File: config.mk
export PLATFORM = sky130hd
export DESIGN_NAME = fsg_guard
export DESIGN_NICKNAME = d
export VERILOG_FILES = /design/src/hw/fsg_pkg.sv /design/src/hw/fsg_section_map.sv /design/src/hw/fsg_lock_check.sv /design/src/hw/fsg_guard.sv
export SDC_FILE = /design/constraint.sdc
export NUM_CORES = 1
export LEC_CHECK = 0
export ABC_AREA = 0
export BUFFER_PORTS_ARGS = -buffer_cell sky130_fd_sc_hd__clkbuf_2
export CORE_MARGIN = 1
export CORE_UTILIZATION = 35
export DETAILED_ROUTE_END_ITERATION = 10
export PLACE_DENSITY = 0.67
export SETUP_SLACK_MARGIN = 0.05
export SYNTH_ARGS = -nofsm -noshare
export SYNTH_HDL_FRONTEND = slang
export SYNTH_SLANG_ARGS = --single-unit
File: constraint.sdc
create_clock -name mclk -period 4.8 [get_ports mclk]
set_input_delay 0.72 -clock mclk [delete_from_list [all_inputs] [get_ports mclk]]
set_output_delay 0.72 -clock mclk [all_outputs]
set_load 0.02 [all_outputs]
File: src/hw/fsg_pkg.sv
package fsg_pkg;

    // ----------------------------------------------------------------
    // Flash geometry
    // ----------------------------------------------------------------
    localparam int ADDR_W = 14;          // Flash word address width
    localparam int FLASH_WORDS = 16384;  // Words in the whole array
    localparam int HALTING_SECTION_WORDS = 2048;    // Words in the halting section (top of array)

    // Boot section size per boot_size_fuses code, in words
    localparam logic [ADDR_W:0] BOOT_WORDS_3 = 15'h0100;
    localparam logic [ADDR_W:0] BOOT_WORDS_2 = 15'h0200;
    localparam logic [ADDR_W:0] BOOT_WORDS_1 = 15'h0400;
    localparam logic [ADDR_W:0] BOOT_WORDS_0 = 15'h0800;
    localparam int BOOT_WORDS_MAX = 2048;

    // ----------------------------------------------------------------
    // Register map (byte addresses)
    // ----------------------------------------------------------------
    localparam int AXI_AW = 8;
    localparam logic [AXI_AW-1:0] OFS_LOCK = 8'h00;   // Lock fields
    localparam logic [AXI_AW-1:0] OFS_CTRL = 8'h04;   // Commands
    localparam logic [AXI_AW-1:0] OFS_STATUS = 8'h08; // Block state

    // Lock register layout
    localparam int LOCK_APP_LSB = 0;
    localparam int LOCK_BOOT_LSB = 2;
    localparam logic [3:0] LOCK_RST = 4'hF;          // All unprogrammed

    // Control register bits
    localparam int CTRL_CHIP_ERASE = 0;
    localparam int CTRL_REENABLE = 1;

    // Status register bits
    localparam int STAT_BUSY = 0;
    localparam int STAT_STALL = 1;
    localparam int STAT_OP = 2;
    localparam int STAT_IRQ_OFF = 3;
    localparam int STAT_FUSE_LSB = 4;

    // AXI responses
    localparam logic [1:0] RESP_OKAY = 2'h0;
    localparam logic [1:0] RESP_SLVERR = 2'h2;

    // ----------------------------------------------------------------
    // Types
    // ----------------------------------------------------------------
    typedef enum logic [2:0] {
        KIND_LOAD_READ = 3'h0,   // load_program_instruction read
        KIND_BUF_LOAD = 3'h1,    // Page buffer load by store instruction
        KIND_PAGE_ERASE = 3'h2,  // Page erase by store instruction
        KIND_PAGE_WRITE = 3'h3,  // Page write by store instruction
        KIND_REENABLE = 3'h4     // concurrent_section_reenable request
    } fsg_kind_t;

    typedef enum logic [1:0] {
        ST_IDLE = 2'h0,
        ST_CONC = 2'h1,          // Programming the concurrent-read section
        ST_HALT = 2'h2           // Programming the halting section
    } fsg_state_t;

    typedef struct packed {
        logic valid;
        fsg_kind_t kind;
        logic [ADDR_W-1:0] addr;  // Target word address
        logic [ADDR_W-1:0] pc;    // Address of the executing instruction
    } fsg_cpu_req_t;

    typedef struct packed {
        logic done;
        logic granted;
    } fsg_cpu_resp_t;

    typedef struct packed {
        logic start;
        logic erase;
        logic [ADDR_W-1:0] addr;
    } fsg_flash_cmd_t;

    // ----------------------------------------------------------------
    // Lock field decoding, field is {upper, lower}
    // ----------------------------------------------------------------
    function automatic logic fsg_write_locked(input logic [1:0] field);
        return ~field[0];
    endfunction

    function automatic logic fsg_read_locked(input logic [1:0] field);
        return ~field[1];
    endfunction

    function automatic logic [ADDR_W:0] fsg_boot_words(input logic [1:0] fuses);
        logic [ADDR_W:0] w;
        w = BOOT_WORDS_0;
        case (fuses)
            2'h3: w = BOOT_WORDS_3;
            2'h2: w = BOOT_WORDS_2;
            2'h1: w = BOOT_WORDS_1;
            default: w = BOOT_WORDS_0;
        endcase
        return w;
    endfunction

endpackage

File: src/hw/fsg_section_map.sv
`timescale 1ns/1ps
`default_nettype none

// Classifies one word address into boot/application and halting/concurrent
module fsg_section_map #(
    parameter int FLASH_WORDS = fsg_pkg::FLASH_WORDS,
    parameter int HALTING_SECTION_WORDS = fsg_pkg::HALTING_SECTION_WORDS
) (
    input wire logic [fsg_pkg::ADDR_W-1:0] addr,
    input wire logic [1:0] boot_size_fuses,
    output logic in_boot,
    output logic in_halt
);

    // ----------------------------------------------------------------
    // Section boundaries
    // ----------------------------------------------------------------
    localparam logic [fsg_pkg::ADDR_W:0] TOP = (fsg_pkg::ADDR_W+1)'(FLASH_WORDS);
    localparam logic [fsg_pkg::ADDR_W:0] HALT_BASE =
        (fsg_pkg::ADDR_W+1)'(FLASH_WORDS - HALTING_SECTION_WORDS);

    wire logic [fsg_pkg::ADDR_W:0] boot_base; // First boot word
    wire logic [fsg_pkg::ADDR_W:0] addr_x;    // Address widened for compare

    // Boot section sits at the top, sized by fuses
    assign boot_base = TOP - fsg_pkg::fsg_boot_words(boot_size_fuses);
    assign addr_x = {1'b0, addr};
    assign in_boot = addr_x >= boot_base;
    assign in_halt = addr_x >= HALT_BASE;

endmodule
`default_nettype wire

File: src/hw/fsg_lock_check.sv
`timescale 1ns/1ps
`default_nettype none

// Decides whether a store or a load is allowed under the two lock fields
module fsg_lock_check (
    input wire logic exec_boot,
    input wire logic tgt_boot,
    input wire logic [1:0] app_lock,
    input wire logic [1:0] boot_lock,
    output logic store_ok,
    output logic read_ok
);

    // ----------------------------------------------------------------
    // Field selection
    // ----------------------------------------------------------------
    wire logic [1:0] tgt_field; // Field guarding the target section
    wire logic cross_read;      // Load crosses into the other section

    assign tgt_field = tgt_boot ? boot_lock : app_lock;
    // Only boot code may program; any page incl. boot ones
    assign store_ok = exec_boot & ~fsg_pkg::fsg_write_locked(tgt_field);
    // Reads within one's own section are never restricted
    assign cross_read = exec_boot ^ tgt_boot;
    assign read_ok = ~cross_read | ~fsg_pkg::fsg_read_locked(tgt_field);

endmodule
`default_nettype wire

File: src/hw/fsg_guard.sv
// Design decisions made here: the register addresses and the AXI4-Lite register port.
`timescale 1ns/1ps
`default_nettype none

// Operation
// Fuses size sections; each has own lock field
// Store from application section is ignored
// Boot store may target any page
// Concurrent-section op keeps CPU running
// Halting-section op stalls CPU, nothing readable
// Concurrent section unreadable during any programming
// Busy flag reads one while section blocked
// Software clears busy flag before concurrent reads
// Software never reads section being programmed
// Software disables or relocates interrupts meanwhile
// Boot section lies inside halting section
// Locks only programmed; chip erase restores
// Device-wide locks do not affect stores/loads
// Application mode 1 imposes no restriction
// Application modes 2,3 block stores
// Application modes 3,4 block boot reads
// Application modes 3,4 mask interrupts conditionally
// Boot modes 2,3 block stores
// Boot modes 3,4 block application reads
// Boot modes 3,4 mask interrupts conditionally
// Busy flag set on start, cleared by reenable/load
// Denied access changes nothing, raises nothing
module fsg_guard #(
    parameter int FLASH_WORDS = fsg_pkg::FLASH_WORDS,
    parameter int HALTING_SECTION_WORDS = fsg_pkg::HALTING_SECTION_WORDS
) (
    input wire logic mclk,
    input wire logic resetn,
    // AXI4-Lite slave
    input wire logic [fsg_pkg::AXI_AW-1:0] s_axi_awaddr,
    input wire logic s_axi_awvalid,
    output logic s_axi_awready,
    input wire logic [31:0] s_axi_wdata,
    input wire logic [3:0] s_axi_wstrb,
    input wire logic s_axi_wvalid,
    output logic s_axi_wready,
    output logic [1:0] s_axi_bresp,
    output logic s_axi_bvalid,
    input wire logic s_axi_bready,
    input wire logic [fsg_pkg::AXI_AW-1:0] s_axi_araddr,
    input wire logic s_axi_arvalid,
    output logic s_axi_arready,
    output logic [31:0] s_axi_rdata,
    output logic [1:0] s_axi_rresp,
    output logic s_axi_rvalid,
    input wire logic s_axi_rready,
    // CPU side
    input wire fsg_pkg::fsg_cpu_req_t cpu_req,
    output fsg_pkg::fsg_cpu_resp_t cpu_resp,
    output logic cpu_stall,
    output logic irq_disable,
    // Fuses and vector placement
    input wire logic [1:0] boot_size_fuses,
    input wire logic vectors_in_boot,
    // Flash array
    output fsg_pkg::fsg_flash_cmd_t flash_cmd,
    input wire logic flash_done,
    output logic concurrent_blocked,
    output logic concurrent_section_busy_flag
);

    // ----------------------------------------------------------------
    // Elaboration checks
    // ----------------------------------------------------------------
    if (HALTING_SECTION_WORDS < fsg_pkg::BOOT_WORDS_MAX || HALTING_SECTION_WORDS > FLASH_WORDS)
    begin : g_bad_split
        $error("Halting section must hold the largest boot section");
    end
    if (FLASH_WORDS != (1 << fsg_pkg::ADDR_W))
    begin : g_bad_size
        $error("Flash size must match the address width");
    end

    // ----------------------------------------------------------------
    // State
    // ----------------------------------------------------------------
    fsg_pkg::fsg_state_t state_q, state_d; // Programming sequencer
    logic flag_q, flag_d;                  // Sticky flag feeding concurrent_section_busy_flag
    logic [3:0] lock_q, lock_d;            // {boot field, app field}
    logic stall_q, blocked_q, irq_off_q;   // Registered CPU-side levels
    fsg_pkg::fsg_cpu_resp_t resp_q;        // One-cycle answer
    fsg_pkg::fsg_flash_cmd_t cmd_q;        // Start pulse to the array

    // ----------------------------------------------------------------
    // Section and lock decoding
    // ----------------------------------------------------------------
    logic exec_boot, tgt_boot, tgt_halt;
    logic store_ok, read_ok;
    wire logic [1:0] app_lock = lock_q[fsg_pkg::LOCK_APP_LSB +: 2];
    wire logic [1:0] boot_lock = lock_q[fsg_pkg::LOCK_BOOT_LSB +: 2];

    // Where the executing instruction sits
    fsg_section_map #(
        .FLASH_WORDS(FLASH_WORDS),
        .HALTING_SECTION_WORDS(HALTING_SECTION_WORDS)
    ) u_map_exec (
        .addr(cpu_req.pc),
        .boot_size_fuses(boot_size_fuses),
        .in_boot(exec_boot),
        .in_halt()
    );

    // Where the access is aimed
    fsg_section_map #(
        .FLASH_WORDS(FLASH_WORDS),
        .HALTING_SECTION_WORDS(HALTING_SECTION_WORDS)
    ) u_map_tgt (
        .addr(cpu_req.addr),
        .boot_size_fuses(boot_size_fuses),
        .in_boot(tgt_boot),
        .in_halt(tgt_halt)
    );

    // Only the two boot lock fields matter; device-wide locks never reach here
    fsg_lock_check u_lock (
        .exec_boot(exec_boot),
        .tgt_boot(tgt_boot),
        .app_lock(app_lock),
        .boot_lock(boot_lock),
        .store_ok(store_ok),
        .read_ok(read_ok)
    );

    // ----------------------------------------------------------------
    // AXI4-Lite slave
    // ----------------------------------------------------------------
    logic aw_full_q, w_full_q, awready_q, wready_q, bvalid_q;
    logic arready_q, rvalid_q;
    logic [1:0] bresp_q, rresp_q;
    logic [31:0] rdata_q;
    logic [fsg_pkg::AXI_AW-1:0] awaddr_q;
    logic [31:0] wdata_q;
    logic wstrb0_q;

    wire logic aw_hs = s_axi_awvalid & awready_q;
    wire logic w_hs = s_axi_wvalid & wready_q;
    wire logic b_hs = bvalid_q & s_axi_bready;
    wire logic ar_hs = s_axi_arvalid & arready_q;
    // Both halves held and no answer pending: perform the write
    wire logic wr_fire = aw_full_q & w_full_q & ~bvalid_q;
    wire logic aw_full_d = (aw_full_q | aw_hs) & ~b_hs;
    wire logic w_full_d = (w_full_q | w_hs) & ~b_hs;
    wire logic rvalid_d = ar_hs | (rvalid_q & ~s_axi_rready);
    wire logic [fsg_pkg::AXI_AW-1:0] wa = {awaddr_q[fsg_pkg::AXI_AW-1:2], 2'b00};
    wire logic [fsg_pkg::AXI_AW-1:0] ra = {s_axi_araddr[fsg_pkg::AXI_AW-1:2], 2'b00};
    wire logic wr_lock = wr_fire & wstrb0_q & (wa == fsg_pkg::OFS_LOCK);
    wire logic wr_ctrl = wr_fire & wstrb0_q & (wa == fsg_pkg::OFS_CTRL);
    wire logic wr_mapped = (wa == fsg_pkg::OFS_LOCK) | (wa == fsg_pkg::OFS_CTRL)
        | (wa == fsg_pkg::OFS_STATUS);
    wire logic chip_erase = wr_ctrl & wdata_q[fsg_pkg::CTRL_CHIP_ERASE];
    wire logic axi_reen = wr_ctrl & wdata_q[fsg_pkg::CTRL_REENABLE];

    // Status word shows the block's own state
    wire logic [31:0] status_word = {26'h0, boot_size_fuses, irq_off_q,
        (state_q != fsg_pkg::ST_IDLE), stall_q, blocked_q};
    wire logic rd_mapped = (ra == fsg_pkg::OFS_LOCK) | (ra == fsg_pkg::OFS_CTRL)
        | (ra == fsg_pkg::OFS_STATUS);
    wire logic [31:0] rd_word = (ra == fsg_pkg::OFS_LOCK) ? {28'h0, lock_q}
        : (ra == fsg_pkg::OFS_STATUS) ? status_word : 32'h0;

    // Write channel: accept address and data in either order
    always_ff @(posedge mclk or negedge resetn)
    begin
        if (!resetn)
        begin
            aw_full_q <= 1'b0;
            w_full_q <= 1'b0;
            awready_q <= 1'b0;
            wready_q <= 1'b0;
            bvalid_q <= 1'b0;
            bresp_q <= fsg_pkg::RESP_OKAY;
            awaddr_q <= '0;
            wdata_q <= 32'h0;
            wstrb0_q <= 1'b0;
        end
        else
        begin
            aw_full_q <= aw_full_d;
            w_full_q <= w_full_d;
            awready_q <= ~aw_full_d;
            wready_q <= ~w_full_d;
            if (aw_hs)
                awaddr_q <= s_axi_awaddr;
            if (w_hs)
            begin
                wdata_q <= s_axi_wdata;
                wstrb0_q <= s_axi_wstrb[0];
            end
            // Response once both halves are in; unmapped gives SLVERR
            if (wr_fire)
            begin
                bvalid_q <= 1'b1;
                bresp_q <= wr_mapped ? fsg_pkg::RESP_OKAY : fsg_pkg::RESP_SLVERR;
            end
            else if (b_hs)
                bvalid_q <= 1'b0;
        end
    end

    // Read channel: one-cycle answer, held until rready
    always_ff @(posedge mclk or negedge resetn)
    begin
        if (!resetn)
        begin
            arready_q <= 1'b0;
            rvalid_q <= 1'b0;
            rdata_q <= 32'h0;
            rresp_q <= fsg_pkg::RESP_OKAY;
        end
        else
        begin
            arready_q <= ~rvalid_d;
            rvalid_q <= rvalid_d;
            if (ar_hs)
            begin
                rdata_q <= rd_word;
                rresp_q <= rd_mapped ? fsg_pkg::RESP_OKAY : fsg_pkg::RESP_SLVERR;
            end
        end
    end

    // ----------------------------------------------------------------
    // Request decoding
    // ----------------------------------------------------------------
    wire logic idle = (state_q == fsg_pkg::ST_IDLE);
    wire logic is_prog = cpu_req.valid & ((cpu_req.kind == fsg_pkg::KIND_PAGE_ERASE)
        | (cpu_req.kind == fsg_pkg::KIND_PAGE_WRITE));
    // Application-side store attempts fall out through store_ok
    wire logic prog_start = is_prog & store_ok & idle;
    wire logic buf_load = cpu_req.valid & (cpu_req.kind == fsg_pkg::KIND_BUF_LOAD)
        & exec_boot & idle;
    // Reenable only honoured once the array is no longer busy
    wire logic cpu_reen = cpu_req.valid & (cpu_req.kind == fsg_pkg::KIND_REENABLE)
        & exec_boot & idle;
    wire logic reen = cpu_reen | (axi_reen & idle);
    // Halting section stays readable only during a concurrent-section op
    wire logic readable = idle ? (~flag_q | tgt_halt)
        : (state_q == fsg_pkg::ST_CONC) & tgt_halt;
    wire logic read_grant = cpu_req.valid & (cpu_req.kind == fsg_pkg::KIND_LOAD_READ)
        & read_ok & readable;
    wire logic granted_d = prog_start | buf_load | cpu_reen | read_grant;

    // Sequencer next state
    always_comb
    begin
        state_d = state_q;
        unique case (state_q)
            fsg_pkg::ST_IDLE:
                if (prog_start)
                    state_d = tgt_halt ? fsg_pkg::ST_HALT : fsg_pkg::ST_CONC;
            fsg_pkg::ST_CONC, fsg_pkg::ST_HALT:
                if (flash_done)
                    state_d = fsg_pkg::ST_IDLE;
            default:
                state_d = fsg_pkg::ST_IDLE;
        endcase
    end

    // Busy flag: concurrent-section start sets, reenable or buffer load clears, set first
    assign flag_d = (prog_start & ~tgt_halt) ? 1'b1
        : (buf_load | reen) ? 1'b0 : flag_q;

    // Locks only ever move from 1 to 0; chip erase restores them
    assign lock_d = chip_erase ? fsg_pkg::LOCK_RST
        : wr_lock ? (lock_q & wdata_q[3:0]) : lock_q;

    // Interrupt masking when vectors sit in the other section
    wire logic irq_off_d =
        (fsg_pkg::fsg_read_locked(app_lock) & vectors_in_boot & ~exec_boot)
        | (fsg_pkg::fsg_read_locked(boot_lock) & ~vectors_in_boot & exec_boot);

    // ----------------------------------------------------------------
    // Registers
    // ----------------------------------------------------------------
    // Sequencer, flag and locks
    always_ff @(posedge mclk or negedge resetn)
    begin
        if (!resetn)
        begin
            state_q <= fsg_pkg::ST_IDLE;
            flag_q <= 1'b0;
            lock_q <= fsg_pkg::LOCK_RST;
        end
        else
        begin
            state_q <= state_d;
            flag_q <= flag_d;
            lock_q <= lock_d;
        end
    end

    // CPU-facing outputs, all registered; stall and blocked from next-state values
    always_ff @(posedge mclk or negedge resetn)
    begin
        if (!resetn)
        begin
            stall_q <= 1'b0;
            blocked_q <= 1'b0;
            irq_off_q <= 1'b0;
            resp_q <= '0;
            cmd_q <= '0;
        end
        else
        begin
            stall_q <= (state_d == fsg_pkg::ST_HALT);
            blocked_q <= (state_d != fsg_pkg::ST_IDLE) | flag_d;
            irq_off_q <= irq_off_d;
            resp_q <= '{done: cpu_req.valid, granted: granted_d};
            cmd_q <= '{start: prog_start,
                erase: (cpu_req.kind == fsg_pkg::KIND_PAGE_ERASE), addr: cpu_req.addr};
        end
    end

    // ----------------------------------------------------------------
    // Outputs
    // ----------------------------------------------------------------
    assign s_axi_awready = awready_q;
    assign s_axi_wready = wready_q;
    assign s_axi_bvalid = bvalid_q;
    assign s_axi_bresp = bresp_q;
    assign s_axi_arready = arready_q;
    assign s_axi_rvalid = rvalid_q;
    assign s_axi_rdata = rdata_q;
    assign s_axi_rresp = rresp_q;
    assign cpu_resp = resp_q;
    assign cpu_stall = stall_q;
    assign irq_disable = irq_off_q;
    assign flash_cmd = cmd_q;
    assign concurrent_blocked = blocked_q;
    assign concurrent_section_busy_flag = blocked_q;
endmodule
`default_nettype wire

---- Yosys cells after proc, flatten, opt, wreduce, memory -nomap -nowiden ----
Cells that the tools add are included.
word-level totals
  bits in registers ....................... 84
  bits of input ports ..................... 95
  output and inout port bits .............. 63
  logic and storage cells ................. 134
operators by class
  $add $sub $neg .......................... 1
  $lt $le $gt $ge ......................... 3
  eq/ne operators ......................... 14
  multiplexer cells ....................... 17
  bitwise operators ....................... 66
  reductions and logical operators ........ 9
operators with widths
  cell                                                  number
  one-hot mux 12 bit (3 select lines)                   1
  AND 1 bit                                             34
  >= comparator 14 x 15 -> 1 bit                        2
  bitwise OR 1 bit                                      17
  zero test 8 bit                                       2
  subtractor 15 x 12 -> 15 bit (first input constant)   1
  >= comparator 14 bit (second input constant)          1
  inverter 1 bit                                        13
  equality test 6 x 1 -> 1 bit (second input constant)  2
  equality test 6 x 2 -> 1 bit (second input constant)  2
  2-to-1 mux 2 bit                                      6
  2-to-1 mux 6 bit                                      2
  equality test 2 bit (second input constant)           4
  2-to-1 mux 4 bit                                      2
  nonzero test 2 bit                                    4
  equality test 3 x 2 -> 1 bit (second input constant)  2
  2-to-1 mux 1 bit                                      5
  AND 4 bit                                             1
  equality test 2 x 1 -> 1 bit (second input constant)  2
  one-hot mux 2 bit (2 select lines)                    1
  equality test 3 x 1 -> 1 bit (second input constant)  1
  equality test 3 bit (second input constant)           1
  zero test 3 bit                                       1
  zero test 2 bit                                       1
  other kinds (2)                                       2

---- Logic depth before layout (Yosys ltp) ----
Gate-level depths: netlist (run 1).
  word-level depth ........................ 12
  depth in mapped cells ................... 13
  gate-level depth less buffers ........... 12

---- Modules after synthesis ----
From an unflattened synthesis (run 1), not the netlist that was laid out.
unflattened totals
  cells, all modules ...................... 249
  area total of the unflattened synthesis .. 2768.9 um^2
by module, submodules not included
  module           times used  cells an instance  area each (um^2)  seq. area each (um^2)
  fsg_guard        1           194                2280.9            1356.3
  fsg_section_map  2           25                 227.7             0.0
  fsg_lock_check   1           5                  32.5              0.0

---- Worst setup path after synthesis (run 1) ----
OpenSTA, ideal clock, no wires.
  path type ............................... input to register
  start ................................... input boot_size_fuses[0]
  end ..................................... register blocked_q, in the netlist concurrent_blocked
  library setup time ...................... 0.132 ns
  arrival time ............................ 2.982 ns
  required time ........................... 4.668 ns
  path slack .............................. 1.686 ns
  stages on the path ...................... 13
  path buffers ............................ 1
  path through ............................ nand2b_1 ha_1 and2_0 buf_2 ha_1 a21o_1 a21oi_1 a211oi_1 o2111ai_1 a21oi_2 and3_1 o31ai_2 or3b_1
between the ends
  longest elaborated chain between the ends .. 12
  elaborated cells between the ends (all ways) .. 24
ends and longest elaborated chain
  what                                                                 RTL line               source
  start, declared                                                      fsg_guard.sv:58        input wire logic [1:0] boot_size_fuses,
  equality test 2 x 1 -> 1 bit or equality test 2 bit (tied branches)  fsg_pkg.sv:94          case (fuses)
  one-hot mux 12 bit (3 select lines) *                                fsg_pkg.sv:94
  subtractor 15 x 12 -> 15 bit *                                       fsg_section_map.sv:26  assign boot_base = TOP - fsg_pkg::fsg_boot_words(boot_size_fuses);
  >= comparator 14 x 15 -> 1 bit                                       fsg_section_map.sv:28  assign in_boot = addr_x >= boot_base;
  2-to-1 mux 2 bit                                                     fsg_lock_check.sv:20   assign tgt_field = tgt_boot ? boot_lock : app_lock;
  AND 1 bit *                                                          fsg_lock_check.sv:22   assign store_ok = exec_boot & ~fsg_pkg::fsg_write_locked(tgt_field);
  AND 1 bit * (2 in a row)                                             fsg_guard.sv:234       wire logic prog_start = is_prog & store_ok & idle;
  named net prog_start                                                 fsg_guard.sv:234
  2-to-1 mux 2 bit                                                     fsg_guard.sv:254       if (prog_start)
  one-hot mux 2 bit (2 select lines)                                   fsg_guard.sv:252       unique case (state_q)
  nonzero test 2 bit                                                   fsg_guard.sv:311       blocked_q <= (state_d != fsg_pkg::ST_IDLE) | flag_d;
  bitwise OR 1 bit *                                                   fsg_guard.sv:311
  end signal, assigned                                                 fsg_guard.sv:311
  end, declared                                                        fsg_guard.sv:85        logic stall_q, blocked_q, irq_off_q;
Mark *: on every way through the listed nets, which the timed path passes. The rest lies on a longest branch.
A chain may end at the register's enable or synchronous reset.

---- Worst setup path in the final report (run 1) ----
Ends and elaborated chain as after synthesis.

==> results.json, run 1 <==
{
  "status": "complete, no violations",
  "final_cells": 449,
  "p_int_w": 0.000843,
  "grt_usage": 0.137,
  "switchingPower_w": 0.000419,
  "utilization": 0.444,
  "post-route-period-util": 0.665,
  "holdWs_ns": 0.488,
  "end_kind": "register",
  "drive_above_1_share": 0.360,
  "cp.required_ns": 4.99,
  "via_per_inst": 4.47,
  "cp_cell_sequence": "clkbuf_2 > nand2b_1 > ha_1 > and2_0 > ha_1 > a211oi_1 > a211oi_1 > o2111ai_1 > a21oi_2 > and3_1 > o31ai_2 > or3b_1",
  "postCtsSetupBuffers": 0,
  "wl_um": 5150,
  "p_seq_frac": 0.489,
  "cts_buffers": 5,
  "r2r_cells": 5,
  "start_util": 0.364,
  "fin_nets": 456,
  "clk_pin_slew_ns": 0.10,
  "arrival_ns": 3.39,
  "synth_largest_area_cell": "dfrtp_1",
  "clock_latency_ns": 0.31,
  "seq_area_frac_synth": 0.508,
  "dp.cells": 441,
  "drtAntennaViolNets": 0,
  "rows": 31,
  "hold_path_class": "register to register",
  "place.gp.congestion": 0.775,
  "cts.sink_count": 54,
  "ctsHtreeMaxLevel": 2,
  "tightest_slew_ns": 0.655,
  "async_flop_share": 1.00,
  "tns_ns": 0,
  "cap_violations": 0,
  "yosysMostFrequentCell": "dfrtp_1",
  "power.density_mw_per_mm2": 388,
  "die_area_mm2": 0.00798,
  "grt_pass1_wl_um": 8180,
  "clock_path_buffers": 2,
  "startpoint_type": "input pin",
  "core-area_mm2": 0.00733,
  "slowest_stage": "or3b_1",
  "die_width_um": 89.3,
  "fin_area_mm2": 0.00325,
  "synth_top_area_frac": 0.469,
  "cts_tree": "done",
  "critPathMaxFanout": 6,
  "slew_viol_final": 0,
  "ioPinCount": 158,
  "syn2layout_area_growth_pct": 21.8,
  "worstSetupPathType": "input pin to register",
  "cts_resized": 0,
  "pwr-share-clk": 0.218,
  "finClkSkew_ns": 0.00644,
  "drc": 0,
  "drt-initial-drc-count": 63,
  "hpwl_um": 4200,
  "max_stage_delay_ns": 0.39,
  "grt.overflow.total": 0,
  "hold_viol_final": 0,
  "combPwrFrac": 0.293,
  "p_sw_frac": 0.332,
  "synth_edf_count": 0,
  "wl_per_cell_um": 11.5,
  "irDropWorstVdd_mv": 0.317,
  "p_leak_nw": 1.69,
  "netlist_instances": 251,
  "diodes": 0,
  "syn_area_mm2": 0.00267,
  "ys_ff_latch": 54,
  "drt-pass1-iter-count": 4,
  "postCtsHoldBufs": 0,
  "maxSlewHeadroom": 0.563,
  "setup_viol": 0,
  "grt_max_degree": 55,
  "synth_cell_types": 51,
  "yosys_warnings": 0,
  "root_buffer": "clkbuf_8",
  "first_global_vias": 1910,
  "die_y_um": 89.3,
  "num_vias": 2005,
  "ys.flop_type": "dfrtp_1",
  "min_path_cells": 2,
  "synth.area.top_cells": "dfrtp_1 47%, buf_4 8.2%, ha_1 5.6%, mux2_2 4.2%, dfstp_2 3.9%",
  "synth_area_per_cell_um2": 10.6,
  "rsz0062_at_grt": "no",
  "dpl_cell_area_mm2": 0.00315,
  "fin_crit_ns": 3.19,
  "portBuffers": 94,
  "synth_common_cells": "50 x dfrtp_1, 29 x buf_4, 22 x nand2_1",
  "max_freq_ghz": 0.313,
  "antenna_found_initial": 0
}
==> path summary, 6_finish.rpt <==
kind	endpoint	slack, ns	from
max in group asynchronous	state_q[0]$_DFF_PN0_	3.84	resetn
setup / recovery	concurrent_blocked$_DFF_PN0_	1.61	boot_size_fuses[0]
hold / removal	s_axi_bresp[1]$_DFFE_PN0P_	0.49	s_axi_bresp[1]$_DFFE_PN0P_
min in group asynchronous	flash_cmd[7]$_DFF_PN0_	0.52	resetn
setup reg to reg	concurrent_blocked$_DFF_PN0_	2.46	awaddr_q[5]$_DFFE_PN0P_
hold reg to reg	s_axi_bresp[1]$_DFFE_PN0P_	0.49	s_axi_bresp[1]$_DFFE_PN0P_
==> cell type report <==
cell class,instances,area (um2)
multi-input combinational,175,1120
tap,99,124
timing repair buffer,95,478
fill,737,4080
sequential,54,1360
inverter,18,67.6
clock buffer,7,96.3
clock inverter,1,8.76
==> power by group through the flow <==
stage                     logic, W  registers, W  clock network [W]
final                     0.000370      0.000617           0.000275
after detailed placement  0.000373      0.000629                  0
after global placement    0.000364      0.000623                  0
after CTS                 0.000376      0.000619           0.000289
after floorplan           0.000238      0.000656                  0
after global routing      0.000414      0.000631           0.000306
==> worst max-delay path, delay by kind of cell <==
kind / cells / cell delay (ns)
AO/OA/AOI/OAI: 5 / 1.14
adder cells (fa/ha/maj): 2 / 0.43
buffers and inverters: 1 / 0.12
AND/OR/NAND/NOR: 4 / 1.00
==> flip-flops by register name, indices dropped and copies added (netlist names), 2 cells and up <==
| name | cells |
|---|---|
| lock_q | 4 |
| state_q | 2 |
| wdata_q | 4 |
| awaddr_q | 6 |
| flash_cmd | 16 |
| cpu_resp | 2 |
| s_axi_rdata | 6 |
==> through the flow <==
stage | setup WS (ns) | power (W)
after global placement | 1.33 | 0.000988
after CTS | 1.60 | 0.00128
after detailed placement | 1.28 | 0.00100
after global routing | 1.40 | 0.00135
final | 1.61 | 0.00126
after floorplan | 1.69 | 0.000893
==> placed cells by master, fill, tap and decap left out, types with 7 or more instances in the layout <==
master	instances
nand2_1	22
conb_1	30
clkbuf_2	94
dfrtp_1	50
clkbuf_8	7
o21ai_0	21
mux2_2	10
inv_1	18
nor2_1	8
ha_1	12
==> cells by family (layout without fill, tap and decap cells) <==
family                     count (synthesis)  count (layout)  synth area share
other                                      1              30           0.00140
muxes                                     13              13            0.0534
xor gates and xnor gates                   3               3           0.00984
buffers and inverters                     51             121             0.113
DFF                                       54              54             0.508
AOI/OAI and AO/OA                         49              49             0.122
and+or+nand+nor                           68              68             0.136
adders and majority gates                 12              12            0.0562
==> per-layer routing <==
metal  track usage  up-vias  wire (um)  part of all wire
li1              -     1001          -                 -
met1         0.156      906       2170              0.42
met2         0.250       91       2550              0.50
met3        0.0360        7        361             0.070
met4        0.0433        0         71             0.014
met5             0        -          0                 0
Note: power is estimated with default switching activity, not from simulation.
==> inputs of run 2 (changes only) <==
--- a/config.mk
+++ b/config.mk
@@ -5,12 +5,12 @@
 export SDC_FILE = /design/constraint.sdc
 export NUM_CORES = 1
 export LEC_CHECK = 0
-export ABC_AREA = 0
+export ABC_AREA = 1
 export BUFFER_PORTS_ARGS = -buffer_cell sky130_fd_sc_hd__clkbuf_2
 export CORE_MARGIN = 1
 export CORE_UTILIZATION = 35
 export DETAILED_ROUTE_END_ITERATION = 10
-export PLACE_DENSITY = 0.67
+export PLACE_DENSITY = 0.66
 export SETUP_SLACK_MARGIN = 0.05
 export SYNTH_ARGS = -nofsm -noshare
 export SYNTH_HDL_FRONTEND = slang
==> constraint.sdc (replaced) <==
create_clock -name mclk -period 3 [get_ports mclk]
set_input_delay 0.45 -clock mclk [delete_from_list [all_inputs] [get_ports mclk]]
set_output_delay 0.45 -clock mclk [all_outputs]
set_load 0.02 [all_outputs]
==> run 2 against run 1 <==
  * Sequential share of layout area decreased by 1.4 points
  * Via count increased by 12%
  * Sequential cell count unchanged
  * Core utilization decreased by 0.54 points
  * Die area increased by 3.4%
  * Power increased by 76%
  * Register-to-register slack got worse by 1.1 ns
  * Non-clock buffer count unchanged
  * Cell count increased by 18%
  * Critical path depth increased by 6
==> results.json, run 2 <==
{
  "worstSetupPathType": "input pin to register",
  "syn_area_mm2": 0.00276,
  "yosysMostFrequentCell": "nand2_1",
  "die_area_mm2": 0.00825,
  "p_seq_frac": 0.472,
  "cts_tree": "done",
  "async_flop_share": 1.00,
  "p_int_w": 0.00141,
  "via_per_inst": 4.23,
  "final_cell_mix": "94 x clkbuf_2, 87 x nand2_1, 50 x dfrtp_1",
  "tns_ns": 0,
  "ys.flop_type": "dfrtp_1",
  "wl_um": 5680,
  "hpwl_um": 4480,
  "cts.sink_count": 54,
  "place.gp.congestion": 0.780,
  "grt.overflow.total": 0,
  "postCtsSetupBuffers": 0,
  "critPathMaxFanout": 6,
  "finClkSkew_ns": 0.00830,
  "fin_crit_ns": 2.05,
  "r2r_cells": 11,
  "antenna_found_initial": 0,
  "combPwrFrac": 0.309,
  "drc": 0,
  "rows": 32,
  "syn2layout_area_growth_pct": 22.0,
  "first_global_vias": 2262,
  "dpl_cell_area_mm2": 0.00326,
  "cap_violations": 0,
  "final.setup.worst_slack_ns": 0.945,
  "diodes": 0,
  "startpoint_type": "input pin",
  "postCtsHoldBufs": 0,
  "status": "complete, no violations",
  "post-route-period-util": 0.685,
  "start_util": 0.359,
  "die_width_um": 90.8,
  "end_kind": "register",
  "tightest_slew_ns": 0.683,
  "clock_path_buffers": 2,
  "cp.required_ns": 3.20,
  "clk_pin_slew_ns": 0.10,
  "grt_pass1_wl_um": 9780,
  "die_y_um": 90.8,
  "maxSlewHeadroom": 0.545,
  "synth.area.top_cells": "dfrtp_1 45%, nand2_1 12%, buf_4 7.9%, inv_1 6.3%, ha_1 5.4%",
  "drt-initial-drc-count": 127,
  "p_sw_frac": 0.367,
  "largest_reg_flops": 16,
  "switchingPower_w": 0.000813,
  "cp_cell_sequence": "clkbuf_2 > nand2_1 > ha_1 > nand2_2 > inv_1 > ha_1 > nand2_1 > inv_1 > o21ai_1 > nand4_1 > nand2_2 > nand2_2 > nand2_1 > nand2_1 > nand2_1 > nand2_2 > nand2_2 > nand3_1",
  "synth_area_per_cell_um2": 8.44,
  "power.density_mw_per_mm2": 659,
  "synth_largest_area_cell": "dfrtp_1",
  "arrival_ns": 2.25,
  "max_freq_ghz": 0.487,
  "drt-pass1-iter-count": 4,
  "synth_edf_count": 0,
  "holdWs_ns": 0.247,
  "pwr-share-clk": 0.219,
  "hold_viol_final": 0,
  "core-area_mm2": 0.00769,
  "drive_above_1_share": 0.288,
  "synth_cell_types": 27,
  "irDropWorstVdd_mv": 0.420,
  "ioPinCount": 158,
  "setup_viol": 0,
  "num_vias": 2252,
  "crit_family": "simple AND/OR/NAND/NOR gates",
  "cts_resized": 0,
  "fin_area_mm2": 0.00337,
  "ctsHtreeMaxLevel": 2,
  "grt_max_degree": 55,
  "slew_viol_final": 0,
  "critPathBufInv": 3,
  "fin_nets": 536,
  "root_buffer": "clkbuf_8",
  "utilization": 0.438,
  "cts_buffers": 5,
  "final_common_cell": "clkbuf_2",
  "yosys_warnings": 0,
  "wl_per_cell_um": 10.7,
  "netlist_instances": 327,
  "seq_area_frac_synth": 0.491,
  "drtAntennaViolNets": 0,
  "synth_top_area_frac": 0.453,
  "pre_cts_ws_ns": 0.610,
  "hold_path_class": "input pin to asynchronous set/reset pin",
  "grt_usage": 0.146,
  "rrSetupSlack_ns": 1.34,
  "rsz0062_at_grt": "no",
  "slowest_stage": "ha_1",
  "cp.depth": 18,
  "synth_common_cells": "87 x nand2_1, 50 x dfrtp_1, 46 x inv_1",
  "p_leak_nw": 1.95,
  "portBuffers": 94,
  "max_stage_delay_ns": 0.19,
  "clock_latency_ns": 0.31,
  "ys_ff_latch": 54
}
[run 2: cell type report]
cell class	instances	area, um2
well taps	102	128
clock inverters	2	37.5
multi-input cells	225	1120
flip-flops and latches	54	1360
inverters	48	180
clock buffers	6	72.6
repair buffers	95	478
fillers	807	4320
[run 2: path summary, 6_finish.rpt]
| kind | start | endpoint |
|---|---|---|
| worst min-delay path | resetn | flash_cmd[2]$_DFF_PN0_ |
| worst max-delay path | boot_size_fuses[1] | concurrent_blocked$_DFF_PN0_ |
| worst min register to register | s_axi_rvalid$_DFF_PN0_ | s_axi_arready$_DFF_PN0_ |
| worst max register to register | state_q[1]$_DFF_PN0_ | concurrent_blocked$_DFF_PN0_ |
| min in group mclk | cpu_req[18] | flash_cmd[4]$_DFF_PN0_ |
| max in group asynchronous | resetn | cpu_stall$_DFF_PN0_ |
[run 2: stage by stage]
| stage | total power [W] | std cells |
|---|---|---|
| after detailed placement | 0.00175 | 524 |
| after global routing | 0.00240 | 532 |
| after global placement | 0.00173 | 524 |
| final | 0.00222 | 532 |
| after CTS | 0.00225 | 532 |
| after floorplan | 0.00154 | 356 |
[run 2: cells by family (layout without fill, tap and decap cells)]
family | Yosys count | after routing | share of synthesized area
buffers and inverters | 77 | 151 | 0.144
DFF | 54 | 54 | 0.491
AOI/OAI and AO/OA | 29 | 29 | 0.0585
other | 1 | 30 | 0.00136
and+or+nand+nor | 154 | 154 | 0.251
adders and majority gates | 12 | 12 | 0.0544
[run 2: power groups by stage]
stage               clock [W]  combinational, W  sequential [W]
floorplan                   0          0.000433         0.00111
global placement            0          0.000673         0.00106
detailed placement          0          0.000689         0.00106
CTS                  0.000509          0.000692         0.00105
global route         0.000536          0.000790         0.00107
finish               0.000486          0.000685         0.00105
[run 2: metal layers]
layer  wire [um]  part of all wire  track usage  vias to the layer above
li1            -                 -            -                     1163
met1        2550              0.45        0.172                     1015
met2        2800              0.49        0.268                       70
met3         293             0.052       0.0337                        4
met4          39            0.0069       0.0357                        0
met5           0                 0            0                        -
==> inputs of run 3 (changes only) <==
--- a/config.mk
+++ b/config.mk
@@ -5,12 +5,12 @@
 export SDC_FILE = /design/constraint.sdc
 export NUM_CORES = 1
 export LEC_CHECK = 0
-export ABC_AREA = 1
+export ABC_AREA = 0
 export BUFFER_PORTS_ARGS = -buffer_cell sky130_fd_sc_hd__clkbuf_2
 export CORE_MARGIN = 1
 export CORE_UTILIZATION = 35
 export DETAILED_ROUTE_END_ITERATION = 10
-export PLACE_DENSITY = 0.66
+export PLACE_DENSITY = 0.67
 export SETUP_SLACK_MARGIN = 0.05
 export SYNTH_ARGS = -nofsm -noshare
 export SYNTH_HDL_FRONTEND = slang
==> constraint.sdc (replaced) <==
create_clock -name mclk -period 2.1 [get_ports mclk]
set_input_delay 0.315 -clock mclk [delete_from_list [all_inputs] [get_ports mclk]]
set_output_delay 0.315 -clock mclk [all_outputs]
set_load 0.02 [all_outputs]
==> run 3 against run 2 <==
  * The run now ends with setup timing left
  * Cell count shrank 11%
  * Sequential power grew 35%
  * Sequential share of layout area shrank 2.2 points
  * Largest cell class unchanged
  * Critical endpoint unchanged
  * Clock power grew 50%
  * Die area shrank 3.2%
  * Cell area grew 5.9%
  * Routed wire length is essentially flat
  * Non-clock buffer count grew 22
==> results.json, run 3 (synthesized netlist as in run 1, its figures left out) <==
{
  "status": "finished with violations",
  "violations": "setup timing",
  "p_leak_nw": 1.83,
  "dp.cells": 460,
  "via_per_inst": 4.54,
  "p_seq_frac": 0.457,
  "utilization": 0.487,
  "arrival_ns": 2.50,
  "fin_crit_ns": 2.31,
  "final.setup.worst_slack_ns": -0.214,
  "final_cells": 471,
  "grt_usage": 0.145,
  "die_y_um": 89.3,
  "wl_um": 5680,
  "ctsHtreeMaxLevel": 2,
  "portBuffers": 94,
  "first_global_vias": 1980,
  "drtAntennaViolNets": 0,
  "largest_reg_flops": 16,
  "total_power_w": 0.00310,
  "drt-pass1-iter-count": 4,
  "setup_viol": 2,
  "root_buffer": "clkbuf_8",
  "core-area_mm2": 0.00733,
  "critPathMaxFanout": 3,
  "num_vias": 2136,
  "finClkSkew_ns": 0.0128,
  "cts_tree": "done",
  "max_freq_ghz": 0.432,
  "fillCellCount": 695,
  "diodes": 0,
  "drt-initial-drc-count": 50,
  "drc": 0,
  "final_common_cell": "clkbuf_2",
  "tns_ns": -0.328,
  "fin_nets": 478,
  "worstSetupPathType": "register to register",
  "power.density_mw_per_mm2": 870,
  "rows": 31,
  "clk_pin_slew_ns": 0.10,
  "startpoint_type": "register",
  "combPwrFrac": 0.308,
  "die_area_mm2": 0.00798,
  "die_width_um": 89.3,
  "antenna_found_initial": 0,
  "p_int_w": 0.00209,
  "clock_path_buffers": 2,
  "cp.required_ns": 2.28,
  "grt.overflow.total": 0,
  "grt_max_degree": 26,
  "cts.sink_count": 54,
  "seqCellArea_mm2": 0.00136,
  "drive_above_1_share": 0.452,
  "hold_path_class": "input pin to register",
  "clock_latency_ns": 0.31,
  "post-route-period-util": 1.10,
  "place.gp.congestion": 0.857,
  "rsz0062_at_grt": "yes",
  "hpwl_um": 4640,
  "ioPinCount": 158,
  "cts_buffers": 5,
  "multiInputGateArea_mm2": 0.00124,
  "syn2layout_area_growth_pct": 33.6,
  "wl_per_cell_um": 12.1,
  "hold_viol_final": 0,
  "p_sw_frac": 0.326,
  "grt_pass1_wl_um": 8880,
  "start_util": 0.364,
  "end_kind": "register",
  "final_cell_mix": "92 x clkbuf_2, 50 x dfrtp_1, 30 x conb_1",
  "pwr-share-clk": 0.235,
  "slew_viol_final": 0,
  "irDropWorstVdd_mv": 0.520,
  "cap_violations": 0,
  "switchingPower_w": 0.00101
}
-- run 3: cell count changes in the layout (fill, tap and decap cells not counted), sizes merged, moves of 3 or more --
cell / change
buf: +23
nor2: -21
nand3: -13
a211oi: +3
mux2: +10
nand2: -73
nor3: +5
inv: -29
nand4: -6
nand2b: +4
o21ai: +4
nor2b: +3
mux2i: +3
nor4: +3
-- run 3: stage by stage --
stage / cell area [um2] / setup slack [ns] / hold WS (ns)
finish: 3570 / -0.214 / 0.127
CTS: 3540 / -0.233 / 0.114
detailed placement: 3360 / -0.666 / 0.198
global route: 3570 / -0.311 / 0.112
floorplan: 2850 / -0.419 / 0.0194
global placement: 3360 / -0.604 / 0.196
-- run 3: critical path: stages (launching register included) --
cell	delay (ns)
dfrtp_1	0.40
or4_4	0.54
or4b_4	0.52
o21a_1	0.19
a21o_1	0.18
or3b_1	0.36
-- run 3: power groups by stage --
stage               sequential [W]  clock [W]  combinational [W]
floorplan                  0.00150          0           0.000571
global placement           0.00143          0           0.000919
detailed placement         0.00144          0           0.000938
CTS                        0.00142   0.000757           0.000953
global route               0.00145   0.000792            0.00106
finish                     0.00142   0.000730           0.000954
-- run 3: final cells by class --
cell class                 instances  area share
clock buffer                       6      0.0231
clock inverter                     2      0.0109
inverter                          18      0.0189
multi-input combinational        175       0.347
sequential                        54       0.380
tap                               99      0.0347
timing repair buffer             117       0.186
-- run 3: routing by layer --
metal,wire [um],part of all wire,vias up,track usage
met5,0,0,-,0
met3,311,0.055,6,0.0305
met2,2830,0.50,78,0.263
li1,-,-,1045,-
met1,2480,0.44,1007,0.174
met4,54,0.0095,0,0.0390
-- run 3: timing repair --
| item | CTS | global route |
|---|---|---|
| pin swaps | 12 | 3 |
| hold buffers | 1 | 0 |
| setup endpoints to repair | 8 | 9 |
| resized for setup | 11 | 7 |
| hold endpoints to repair | 8 | 0 |
| setup buffers | 1 | 1 |
-- run 3: path summary, 6_finish.rpt --
check                                            from                            to  slack [ns]  cells after the start
max in group asynchronous                      resetn         lock_q[1]$_DFFE_PN1P_        1.06                      3
min in group asynchronous                      resetn    s_axi_rresp[1]$_DFFE_PN0P_        0.41                      2
max                           awaddr_q[5]$_DFFE_PN0P_  concurrent_blocked$_DFF_PN0_       -0.21                      5
max reg2reg                   awaddr_q[5]$_DFFE_PN0P_  concurrent_blocked$_DFF_PN0_       -0.21                      5
min                                       cpu_req[22]        flash_cmd[8]$_DFF_PN0_        0.13                      1
min reg2reg                s_axi_rresp[1]$_DFFE_PN0P_    s_axi_rresp[1]$_DFFE_PN0P_        0.49                      2
